==> config.mk <==
export PLATFORM = sky130hd
export DESIGN_NAME = pdsc_pin_control
export DESIGN_NICKNAME = d
export VERILOG_FILES = /design/src/logic/pdsc_pkg.sv /design/src/logic/pdsc_enable_sync.sv /design/src/logic/pdsc_pin_control.sv
export SDC_FILE = /design/constraint.sdc
export NUM_CORES = 1
export LEC_CHECK = 0
export BUFFER_PORTS_ARGS = -buffer_cell sky130_fd_sc_hd__buf_4
export CORE_ASPECT_RATIO = 0.75
export CORE_MARGIN = 2
export CORE_UTILIZATION = 39
export CTS_BUF_LIST = sky130_fd_sc_hd__clkbuf_8
export CTS_CLUSTER_DIAMETER = 40
export CTS_CLUSTER_SIZE = 12
export DETAILED_ROUTE_END_ITERATION = 8
export GPL_ROUTABILITY_DRIVEN = 0
export GPL_TIMING_DRIVEN = 0
export MAX_ROUTING_LAYER = met4
export PLACE_DENSITY = 0.9
export SYNTH_ARGS = -nofsm -noshare
export SYNTH_HDL_FRONTEND = slang
export SYNTH_SLANG_ARGS = --single-unit
==> constraint.sdc <==
create_clock -name clk_i -period 2.8 [get_ports clk_i]
set_input_delay 0.14 -clock clk_i [delete_from_list [all_inputs] [get_ports clk_i]]
set_output_delay 0.14 -clock clk_i [all_outputs]
set_load 0.005 [all_outputs]
==> src/logic/pdsc_pkg.sv <==
// pdsc_pkg: shared constants of the power-down and self-test pin control block
`default_nettype none

package pdsc_pkg;

    // ------------------------------------------------------------------
    // register map (byte addresses, one 32-bit word each)
    // ------------------------------------------------------------------
    localparam logic [7:0]  ADR_CTRL        = 8'h00;
    localparam logic [7:0]  ADR_STATUS      = 8'h04;

    // ------------------------------------------------------------------
    // control register fields
    // ------------------------------------------------------------------
    localparam int          CTRL_W          = 4;
    localparam int          CTRL_INT_CLKSEL = 0;
    localparam int          CTRL_PIN3_GPIO  = 1;
    localparam int          CTRL_PIN3_DIR   = 2;
    localparam int          CTRL_PIN3_VAL   = 3;
    localparam logic [3:0]  CTRL_RST        = 4'h0;

    // ------------------------------------------------------------------
    // status register fields
    // ------------------------------------------------------------------
    localparam int          STAT_W          = 6;
    localparam int          STAT_POWERED    = 0;
    localparam int          STAT_SELF_TEST  = 1;
    localparam int          STAT_CLK_FAST   = 2;
    localparam int          STAT_EXT_INT    = 3;
    localparam int          STAT_PIN3_IN    = 4;
    localparam int          STAT_PLL_RUN    = 5;

    // ------------------------------------------------------------------
    // timing
    // ------------------------------------------------------------------
    localparam int          SYNC_STAGES     = 2;
    localparam int          FAST_CLK_MHZ    = 33;

endpackage : pdsc_pkg

`default_nettype wire

==> src/logic/pdsc_enable_sync.sv <==
// pdsc_enable_sync: brings the chip enable pin into the clock domain
`default_nettype none

module pdsc_enable_sync (
    input  wire logic clk_i,
    input  wire logic rst_i,
    input  wire logic chip_enable_pin_i,
    output logic      enabled_o
);

    // ------------------------------------------------------------------
    // two-stage synchroniser
    // ------------------------------------------------------------------
    logic [pdsc_pkg::SYNC_STAGES-1:0] sync_r;

    always_ff @(posedge clk_i) begin
        if (rst_i) begin
            sync_r <= '0;
        end else begin
            sync_r <= {sync_r[0], chip_enable_pin_i};
        end
    end

    // fall takes effect at once, release waits for the last stage
    assign enabled_o = sync_r[pdsc_pkg::SYNC_STAGES-1] & chip_enable_pin_i;

endmodule : pdsc_enable_sync

`default_nettype wire

==> src/logic/pdsc_pin_control.sv <==
// pdsc_pin_control: chip enable, power-down, self-test and shared pin control
`default_nettype none

// Overview of operation
// - Taking the chip enable pin high starts normal operation with all registers at defaults.
// - While the chip enable pin is low the block stays powered down with everything idle.
// - Powered down, pin 3 floats, the interrupt pin is pulled low when INT_PULL_LOW is set, and the clock PLL is stopped.
// - The self-test enable pin disables self-test at 0 and enables it at 1.
// - In clock select role the shared pin picks pixel clock at 0 and the 33 MHz clock at 1.
// - The shared pin acts as external interrupt input after reset until software re-assigns it.
// - While the chip enable pin is low the external interrupt pin may be driven low.
// - The SPI select and fast general pin 3 function is chosen by a register bit.
module pdsc_pin_control #(
    parameter bit INT_PULL_LOW = 1'b1
) (
    input  wire logic        clk_i,
    input  wire logic        rst_i,
    // wishbone slave
    input  wire logic        wb_cyc_i,
    input  wire logic        wb_stb_i,
    input  wire logic        wb_we_i,
    input  wire logic [7:0]  wb_adr_i,
    input  wire logic [3:0]  wb_sel_i,
    input  wire logic [31:0] wb_dat_i,
    output logic      [31:0] wb_dat_o,
    output logic             wb_ack_o,
    output logic             wb_err_o,
    // control pins
    input  wire logic        chip_enable_pin_i,
    input  wire logic        self_test_enable_pin_i,
    // shared pin: external interrupt input or self-test clock select
    input  wire logic        int_pin_i,
    output logic             int_pin_o,
    output logic             int_pin_oe_n_o,
    // shared pin: spi select or fast general pin 3
    input  wire logic        pin3_i,
    output logic             pin3_o,
    output logic             pin3_oe_n_o,
    // towards the core
    output logic             powered_o,
    output logic             core_rst_o,
    output logic             pll_enable_o,
    output logic             self_test_en_o,
    output logic             self_test_clk_fast_o,
    output logic             external_interrupt_input_o,
    output logic             spi_select_o,
    output logic             fast_general_pin_3_o
);

    // ------------------------------------------------------------------
    // enable synchronisation and internal reset
    // ------------------------------------------------------------------
    logic powered;
    logic core_rst;

    pdsc_enable_sync u_enable_sync (
        .clk_i             (clk_i),
        .rst_i             (rst_i),
        .chip_enable_pin_i (chip_enable_pin_i),
        .enabled_o         (powered)
    );

    assign core_rst   = rst_i | ~powered;
    assign powered_o  = powered;
    assign core_rst_o = core_rst;

    // ------------------------------------------------------------------
    // wishbone decode
    // ------------------------------------------------------------------
    logic                         ctrl_r;
    logic [pdsc_pkg::CTRL_W-1:0]  ctrl_q_r;
    logic                         ack_r;
    logic                         err_r;
    logic [31:0]                  rdat_r;
    logic                         req;
    logic                         hit_ctrl;
    logic                         hit_status;
    logic                         hit_any;
    logic                         ctrl_wr;
    logic [pdsc_pkg::CTRL_W-1:0]  ctrl_nxt;
    logic [pdsc_pkg::STAT_W-1:0]  status;
    logic [31:0]                  rdat_nxt;

    assign req        = wb_cyc_i & wb_stb_i & ~ack_r & ~err_r;
    assign hit_ctrl   = wb_adr_i == pdsc_pkg::ADR_CTRL;
    assign hit_status = wb_adr_i == pdsc_pkg::ADR_STATUS;
    assign hit_any    = hit_ctrl | hit_status;
    // writes while powered down are dropped: the register is held in reset
    assign ctrl_wr    = req & wb_we_i & hit_ctrl & wb_sel_i[0];
    assign ctrl_nxt   = ctrl_wr ? wb_dat_i[pdsc_pkg::CTRL_W-1:0] : ctrl_q_r;

    // ------------------------------------------------------------------
    // control register
    // ------------------------------------------------------------------
    always_ff @(posedge clk_i) begin
        if (core_rst) begin
            ctrl_q_r <= pdsc_pkg::CTRL_RST;
        end else begin
            ctrl_q_r <= ctrl_nxt;
        end
    end

    assign ctrl_r = ctrl_q_r[pdsc_pkg::CTRL_INT_CLKSEL];

    // ------------------------------------------------------------------
    // pin sampling into core-facing flops
    // ------------------------------------------------------------------
    logic clksel_mode;
    logic pin3_gpio;
    logic pin3_drive;
    logic self_test_r;
    logic clk_fast_r;
    logic ext_int_r;
    logic spi_sel_r;
    logic gpio3_in_r;
    logic pll_run_r;

    assign clksel_mode = ctrl_r;
    assign pin3_gpio   = ctrl_q_r[pdsc_pkg::CTRL_PIN3_GPIO];
    assign pin3_drive  = powered & pin3_gpio & ctrl_q_r[pdsc_pkg::CTRL_PIN3_DIR];

    always_ff @(posedge clk_i) begin
        if (core_rst) begin
            self_test_r <= 1'b0;
            clk_fast_r  <= 1'b0;
            ext_int_r   <= 1'b0;
            spi_sel_r   <= 1'b0;
            gpio3_in_r  <= 1'b0;
            pll_run_r   <= 1'b0;
        end else begin
            self_test_r <= self_test_enable_pin_i;
            clk_fast_r  <= clksel_mode & int_pin_i;
            ext_int_r   <= ~clksel_mode & int_pin_i;
            spi_sel_r   <= ~pin3_gpio & pin3_i;
            gpio3_in_r  <= pin3_gpio & pin3_i;
            pll_run_r   <= 1'b1;
        end
    end

    assign self_test_en_o             = self_test_r;
    assign self_test_clk_fast_o       = clk_fast_r;
    assign external_interrupt_input_o = ext_int_r;
    assign spi_select_o               = spi_sel_r;
    assign fast_general_pin_3_o       = gpio3_in_r;
    // pll stops the moment the enable pin falls, not a cycle later
    assign pll_enable_o               = pll_run_r & powered;

    // ------------------------------------------------------------------
    // pad drivers (oe_n low while driving)
    // ------------------------------------------------------------------
    // interrupt pin pulls low only while powered down; otherwise it is an input
    assign int_pin_o      = 1'b0;
    assign int_pin_oe_n_o = ~(INT_PULL_LOW & ~powered);
    assign pin3_o         = ctrl_q_r[pdsc_pkg::CTRL_PIN3_VAL];
    assign pin3_oe_n_o    = ~pin3_drive;

    // ------------------------------------------------------------------
    // status and bus answer
    // ------------------------------------------------------------------
    assign status = {pll_enable_o, gpio3_in_r, ext_int_r, clk_fast_r, self_test_r, powered};

    assign rdat_nxt = hit_ctrl   ? {{(32-pdsc_pkg::CTRL_W){1'b0}}, ctrl_q_r} :
                      hit_status ? {{(32-pdsc_pkg::STAT_W){1'b0}}, status}   :
                                   32'h0000_0000;

    always_ff @(posedge clk_i) begin
        if (rst_i) begin
            ack_r  <= 1'b0;
            err_r  <= 1'b0;
            rdat_r <= 32'h0000_0000;
        end else begin
            ack_r  <= req & hit_any;
            err_r  <= req & ~hit_any;
            rdat_r <= (req & ~wb_we_i) ? rdat_nxt : 32'h0000_0000;
        end
    end

    assign wb_ack_o = ack_r;
    assign wb_err_o = err_r;
    assign wb_dat_o = rdat_r;
endmodule : pdsc_pin_control

`default_nettype wire

Word level (Yosys, flattened, before mapping)
Cells that the tools add are included.
{"block": "totals", "output_inout_bits": 46, "word_cells": 50, "in_bits": 53, "regBits": 46}
{"block": "op_classes", "bitwise": 29, "n_eq_ne": 1, "mux": 3, "reduce_logical": 4}
{"operator": "$and A1 B1 Y1", "n": 17}
{"operator": "$not A1 Y1", "n": 10}
{"operator": "$eq A8 B3 Y1 const B", "n": 1}
{"operator": "$logic_not A8 Y1", "n": 1}
{"operator": "$mux W4", "n": 2}
{"operator": "$reduce_or A4 Y1", "n": 1}
{"operator": "$reduce_or A3 Y1", "n": 1}
{"operator": "$or A1 B1 Y1", "n": 2}
{"operator": "$reduce_or A2 Y1", "n": 1}
{"operator": "$mux W1", "n": 1}

Logic depth before layout (Yosys ltp)
Gate-level depths: netlist of run 1.
{"block": "depth", "depth_word": 6, "mapped_depth": 5}

Hierarchy
A second synthesis of run 1 with hierarchy kept.
{"block": "unflattened", "cells_unflattened": 102, "hier_area_um2": 948.4}
{"module": "pdsc_pin_control", "cells_per_inst": 97, "area_per_inst_um2": 889.6, "n_inst": 1}
{"module": "pdsc_enable_sync", "cells_per_inst": 5, "area_per_inst_um2": 58.8, "n_inst": 1}

Worst setup path before layout of run 1
No wires, ideal clock.
{"block": "synth_path", "path_type": "flip-flop to flip-flop", "startpoint": "register err_r (netlist: wb_err_o)", "endpoint": "register ctrl_q_r[0] (netlist bit)", "t_required_ps": 2680, "stages_incl_launch_ff": 4, "arrival_ps": 922, "path_slack_ps": 1759, "n_path_buf": 0, "setup_ps": 120, "cell_sequence": "dfxtp_1 > and4bb_1 > nand4_4 > mux2i_1"}
{"block": "synth_between", "elab_chain_cells": 5}
{"item": "start, declared", "line_no": "pdsc_pin_control.sv:73", "text": "logic err_r;"}
{"item": "start signal, assigned", "line_no": "pdsc_pin_control.sv:173", "text": "err_r <= req & ~hit_any;"}
{"item": "$not A1 Y1", "line_no": "pdsc_pin_control.sv:84", "text": "assign req = wb_cyc_i & wb_stb_i & ~ack_r & ~err_r;"}
{"item": "$and A1 B1 Y1", "line_no": "pdsc_pin_control.sv:84"}
{"item": "$and A1 B1 Y1 (3 in series)", "line_no": "pdsc_pin_control.sv:89", "text": "assign ctrl_wr = req & wb_we_i & hit_ctrl & wb_sel_i[0];"}
{"item": "end signal, assigned", "line_no": "pdsc_pin_control.sv:97", "text": "ctrl_q_r <= pdsc_pkg::CTRL_RST;"}
{"item": "end signal, assigned", "line_no": "pdsc_pin_control.sv:99", "text": "ctrl_q_r <= ctrl_nxt;"}
{"item": "end, declared", "line_no": "pdsc_pin_control.sv:71", "text": "logic [pdsc_pkg::CTRL_W-1:0] ctrl_q_r;"}
Every way passes these cells.
A chain may end at the register's enable or synchronous reset.

Final worst setup path of run 1
{"block": "layout_path", "startpoint": "register u_enable_sync.sync_r[1] (netlist bit)", "endpoint": "output port core_rst_o"}
{"block": "layout_between", "elab_chain_cells": 3}
{"item": "start, declared", "line_no": "pdsc_enable_sync.sv:14", "text": "logic [pdsc_pkg::SYNC_STAGES-1:0] sync_r;"}
{"item": "start signal, assigned", "line_no": "pdsc_enable_sync.sv:20", "text": "sync_r <= {sync_r[0], chip_enable_pin_i};"}
{"item": "$and A1 B1 Y1", "line_no": "pdsc_enable_sync.sv:25", "text": "assign enabled_o = sync_r[pdsc_pkg::SYNC_STAGES-1] & chip_enable_pin_i;"}
{"item": "$not A1 Y1"}
{"item": "$or A1 B1 Y1", "line_no": "pdsc_pin_control.sv:63", "text": "assign core_rst = rst_i | ~powered;"}
{"item": "end, declared", "line_no": "pdsc_pin_control.sv:41", "text": "output logic core_rst_o,"}
Every way passes these cells.

==> results of run 1 <==
-- cells by family (layout without fill, tap and decap cells) --
family / Yosys count / in the layout / synth area share [%]
compound gates: 1 / 1 / 0.516
buf+inv: 33 / 76 / 24.0
flops: 20 / 20 / 41.3
mux: 8 / 8 / 8.27
other cells: 1 / 27 / 0.387
simple gates: 39 / 39 / 25.5
-- per-layer routing --
layer / GRT usage [%] / up-vias / routed length, um
li1: - / 417 / -
met1: 15.1 / 341 / 866
met2: 24.6 / 55 / 902
met3: 3.03 / 6 / 253
met4: 8.09 / 0 / 29
met5: - / - / 0
-- power by group through the flow --
stage                     clock [mW]  sequential [mW]  combinational [mW]
final                          0.209            0.288              0.0822
after global routing           0.221            0.288              0.0903
after CTS                      0.209            0.288              0.0809
after detailed placement           0            0.295              0.0807
after global placement             0            0.294              0.0788
after floorplan                    0            0.294              0.0493
-- critical path, delay by kind of cell (launching register included) --
family | cells | cell delay (ns)
DFF | 1 | 0.34
buffers and inverters | 4 | 0.53
and+or+nand+nor | 1 | 0.16
-- state kept, by name, indices dropped and copies added, names as in the netlist --
name / flops
wb_err_o: 1
fast_general_pin_3_o: 1
self_test_en_o: 1
self_test_clk_fast_o: 1
wb_ack_o: 1
u_enable_sync.sync_r: 2
external_interrupt_input_o: 1
wb_dat_o: 6
pll_run_r: 1
ctrl_q_r: 4
spi_select_o: 1
-- cell usage in the layout, fill, tap and decap left out --
cell | netlist | final
buf_4 | 28 | 67
conb_1 | 1 | 27
dfxtp_1 | 20 | 20
nand2_1 | 11 | 11
mux2i_1 | 8 | 8
nor2_1 | 7 | 7
clkbuf_8 | 0 | 4
buf_2 | 3 | 3
and3_1 | 3 | 3
and2_1 | 2 | 2
and3b_1 | 2 | 2
inv_1 | 2 | 2
nand4b_1 | 2 | 2
nor2b_1 | 2 | 2
nor3_1 | 2 | 2
nand3_1 | 1 | 1
nor3_2 | 1 | 1
nor4_4 | 1 | 1
and4bb_1 | 1 | 1
nand4_4 | 1 | 1
nor4_1 | 1 | 1
nand2b_1 | 1 | 1
a21oi_1 | 1 | 1
nand3b_1 | 1 | 1
-- path summary, 6_finish.rpt --
path / depth (start not counted) / to / start / slack [ns]
worst max-delay path: 5 / core_rst_o / u_enable_sync.sync_r[1] / 1.38
worst min-delay path: 2 / u_enable_sync.sync_r[0] / rst_i / 0.08
worst max register to register: 3 / ctrl_q_r[3] / wb_err_o / 1.67
worst min register to register: 1 / u_enable_sync.sync_r[1] / u_enable_sync.sync_r[0] / 0.46
-- final cells by class --
| class | instances | area, um2 |
|---|---|---|
| sequential | 20 | 400 |
| inverter | 2 | 7.51 |
| tap | 34 | 42.5 |
| buffer | 31 | 225 |
| multi-input combinational | 75 | 433 |
| fill | 199 | 871 |
| timing repair buffer | 39 | 293 |
| clock buffer | 4 | 55.1 |
==> results by group, run 1 <==
Yosys
  • Synth Warn #: 0
  • FFs w/ async S/R, synth: 0%
  • Post-Syn Area per Cell: around 9.5 um2
  • Cells after Synth: approximately 100
  • Part of the Yosys area used for sequential elements: about two fifths
  • Post-synth top area share: 41.3%
  • Area leader, netlist: dfxtp_1
  • Synth Register Bits: 20
  • Post-synth top cells: 28 x buf_4, 20 x dfxtp_1, 11 x nand2_1
  • Number of synthesized flops with an enable pin: 0
  • Main synth FF type: dfxtp_1
  • Dominant cells by area after synthesis: dfxtp_1 41%, buf_4 22%, mux2i_1 8.3%
  • Post-Syn Area: 968 um2
  • Netlist cell types: 23
  • Count leader, synth: buf_4

Min path
  • Hold crit path type: input port to flip-flop

Power
  • Sequential Power Share: around 50%
  • Leak: approximately 0.79 nW
  • Pwr dens: around 400 mW/mm2
  • Comb power frac: ~14%
  • Peak VDD IR: between 0.00015 and 0.0002 V
  • Net Sw Power: 0.117 mW
  • Clock power share: between 30% and 40%
  • Design Power: about 0.58 mW
  • Cell Int Power: approximately 0.46 mW
  • Net Sw Frac: between 20% and 30%

Place
  • # placed instances: between 200 and 250
  • Post-DP HPWL: ~1800 um
  • Buffers on Ports: 39
  • Cell Area, Placed: around 0.0014 mm2
  • Dpl ws: about 1.6 ns

Global routing
  • Grt ovf: 0
  • Pin count of the biggest net entering global routing: 12
  • Initial antenna violation count: 0
  • GR Util All Layers: around 14%
  • First-pass GRT wire length: 2840 um
  • Vias in the first global route: roughly 700

Cells and area
  • Layout area overhead: 50.4%
  • Fin nets: 225
  • Design area: around 0.0015 mm2
  • Layout Cells excl Fill: 205
  • Final core occ: about 63%
  • Inserted Diodes: 0
  • Share of cells above drive strength 1: 45.0%

Setup path
  • Crit path max-delay cell type: dfxtp_1
  • Most used cell along the critical path: buf_2
  • Critical Path, Cell by Cell: and3b_1, buf_2, buf_2, inv_1, buf_4
  • Crit end category: output pin
  • Required @ worst endpoint: between 2 and 3 ns
  • CP max FO: 10
  • Crit path largest cell delay: ~0.34 ns
  • Startpoint Class: flip-flop
  • WS Path Type: flip-flop to output pin
  • Critical Path AT: between 1 and 1.5 ns

Clock network
  • CTS tree: built
  • H-tree depth: 1
  • Post-CTS setup buffer count: 0
  • Clock latency on the worst-skew pair: 0.25 ns
  • # resized after CTS: 0
  • Clk Tree Root Cell: clkbuf_8
  • CTS max path bufs: 2
  • Post-CTS Hold Buffers: 0
  • Worst-path clk slew: around 0.070 ns
  • CTS Buf Count: 3
  • TritonCTS Sinks: 20

Routing
  • Via-to-Cell Ratio: around 4.0
  • Remaining DRCs: 0
  • Wire length per cell: 10.0 um
  • Vias post-DR: 819
  • Post-route ant nets: 0
  • Drt first pass iters: 4
  • Initial drt markers: 10
  • Routed WL: between 2000 and 2500 um

STA
  • Setup violators final: 0
  • Setup TNS Final: 0 ns
  • WHS: 0.0768 ns
  • Fmax: between 700 and 800 MHz
  • Fin. max-slew vios: 0
  • Min cycle time layout: roughly 1.4 ns
  • Clock skew: between 0.003 and 0.004 ns
  • Final hold vios: 0
  • RSZ-0062 raised after global routing: false
  • Crit share post-route: between 50% and 60%
  • Setup ws final: ~1.4 ns

Outcome
  • Outcome: finished, final reports clean

Floorplanning
  • Die Width: between 60 and 70 um
  • Die ar.: 0.00290 mm2
  • Die H: 47.2 um
  • # IOs: slightly below 100
  • Core Footprint: 0.00233 mm2
  • Row count: 15
  • Initial Util: about two fifths

Run
  • Max-cap violations: 0
No activity file was read; power rests on OpenSTA's default activity.
==> run 2, diff against run 1 <==
- CORE_UTILIZATION: 39 -> 36
- PLACE_DENSITY: 0.9 -> 0.85
- clock period: 2.8 -> 1.4 ns (I/O delays scaled with it)
==> run 2 against run 1 <==
Compared with the run above:
- total power grew 100%
- sequential power grew 100%
- largest power group unchanged
- clock-buffer cell count stayed put
- critical path depth is 1 lower
- sequential share of layout area fell by 0.14 points
- combinational power grew 100%
- die area up 7.7%
- cell area is 0.51% higher
==> results by group, run 2 (synthesis gave the netlist of run 1 again) <==
Setup path
  • R2R cell count: 3
  • R2R Path End: ctrl_q_r[3]
  • Crit end category: output pin
  • Critical Path AT: around 1.2 ns
  • Crit path max-delay cell type: dfxtp_1
  • Startpoint Class: flip-flop
  • Critical Path, Cell by Cell: and3b_1, buf_2, inv_1, buf_4
  • CP max FO: 15
  • Setup crit end: core_rst_o
  • Required @ worst endpoint: 1.33 ns
  • Critical Path Start: u_enable_sync.sync_r[1]
  • WS Path Type: flip-flop to output pin
  • Crit path largest cell delay: approximately 0.34 ns
  • Register-to-register setup slack: 0.26 ns
  • Worst R2R Start: wb_err_o

Power
  • Net Sw Power: around 0.25 mW
  • Design Power: 1.17 mW
  • Pwr dens: about 800 mW/mm2
  • Comb power frac: 14.1%
  • Leak: 0.786 nW
  • Peak VDD IR: 0.000437 V
  • Net Sw Frac: 21.0%
  • Clock power share: a little under two fifths
  • Sequential Power Share: around 49%
  • Cell Int Power: about 0.9 mW

Cells and area
  • Layout fillers: 238
  • Most frequent cells in the layout: 67 x buf_4, 27 x conb_1, 20 x dfxtp_1
  • Inserted Diodes: 0
  • Fin nets: between 200 and 250
  • Layout area overhead: 51.2%
  • Share of cells above drive strength 1: approximately 44%
  • Commonest non-fill, non-tap cell in the layout: buf_4
  • Max reg flops: 6
  • Design area: 0.00146 mm2
  • FF+latch area: around 400 um2
  • Multi-input logic area: between 400 and 500 um2

Clock network
  • CTS max path bufs: 2
  • # resized after CTS: 0
  • Clk Tree Root Cell: clkbuf_8
  • H-tree depth: 1
  • CTS tree: built
  • CTS Buf Count: 3
  • Clock latency on the worst-skew pair: about 0.25 ns
  • Worst-path clk slew: around 0.07 ns
  • TritonCTS Sinks: 20

STA
  • Fin. max-slew vios: 0
  • Setup TNS Final: 0 ns
  • Fmax: approximately 800 MHz
  • Final hold vios: 0
  • Clock skew: 0.00209 ns
  • Crit share post-route: roughly 89%
  • Min cycle time layout: between 1 and 1.5 ns
  • RSZ-0062 raised after global routing: false
  • Setup violators final: 0

Floorplanning
  • # IOs: 99
  • Die Width: ~64 um
  • Die H: between 40 and 50 um
  • Die ar.: 0.00313 mm2
  • Core Footprint: about 0.0026 mm2
  • Initial Util: between 30 and 40%
  • Row count: 16

Routing
  • Remaining DRCs: 0
  • Post-route ant nets: 0
  • Vias post-DR: approximately 800
  • Wire length per cell: roughly 9.5 um
  • Via-to-Cell Ratio: approximately 3.8
  • Drt first pass iters: 4
  • Routed WL: between 1500 and 2000 um
  • Initial drt markers: 46

Min path
  • Hold crit path type: input port to flip-flop
  • Hold depth: 2

Global routing
  • Initial antenna violation count: 0
  • Vias in the first global route: a little over 700
  • First-pass GRT wire length: between 3000 and 4000 um
  • GR Util All Layers: between 10% and 20%
  • Grt ovf: 0
  • Pin count of the biggest net entering global routing: 12

Run
  • Max-cap violations: 0

Place
  • Buffers on Ports: 39
  • Cell Area, Placed: around 0.0014 mm2
  • Post-DP HPWL: 1610 um

Outcome
  • Outcome: finished, final reports clean
run 2: cell count changes in the layout (fill, tap and decap cells not counted), sizes merged:
cell,change
dlygate4sd3,+1
buf,-1
run 2: timing repair:
action | CTS | global route
setup buffers | 0 | 0
endpoints found under the hold margin | 2 | 0
endpoints found under the setup margin | 0 | 1
hold buffers | 1 | 0
run 2: per-stage QoR:
step	setup slack (ns)	hold WS (ns)	cells	utilization [%]
3_3_place_gp	0.294	0.262	203	54.4
3_5_place_dp	0.273	0.268	203	54.4
4_1_cts	0.0333	0.0151	208	56.9
5_1_grt	0.0217	0.0334	207	56.7
2_1_floorplan	0.359	0.142	128	-
6_report	0.152	0.0198	207	56.7
run 2: worst min path at each step:
stage / start / endpoint / slack (ns)
CTS: self_test_enable_pin_i / self_test_en_o / 0.02
global placement: rst_i / u_enable_sync.sync_r[1] / 0.26
global route: self_test_enable_pin_i / self_test_en_o / 0.03
detailed placement: rst_i / u_enable_sync.sync_r[1] / 0.27
floorplan: rst_i / u_enable_sync.sync_r[0] / 0.14
finish: self_test_enable_pin_i / self_test_en_o / 0.02
run 2: layout make-up:
cell class	instances	area share, %
Multi-Input combinational cell	75	29.6
Sequential cell	20	27.4
Timing Repair Buffer	40	20.7
Buffer	30	15.0
Clock buffer	4	3.76
Tap cell	36	3.08
Inverter	2	0.513
run 2: power groups by stage:
stage                     clock network (mW)  logic [mW]  registers [mW]
final                                  0.432       0.165           0.576
after global routing                   0.463       0.181           0.576
after CTS                              0.441       0.164           0.576
after detailed placement                   0       0.160           0.589
after global placement                     0       0.158           0.589
after floorplan                            0      0.0987           0.589
run 2: worst max-delay path, delay by kind of cell (launching register included):
kind | cells | cell delay, ns
buffers and inverters | 3 | 0.44
and+or+nand+nor | 1 | 0.15
DFF | 1 | 0.34
run 2: per-layer routing:
| metal | GRT usage, % | routed length, um |
|---|---|---|
| met5 | - | 0 |
| met3 | 4.39 | 243 |
| met4 | 5.80 | 23 |
| met2 | 20.1 | 880 |
| met1 | 15.2 | 824 |
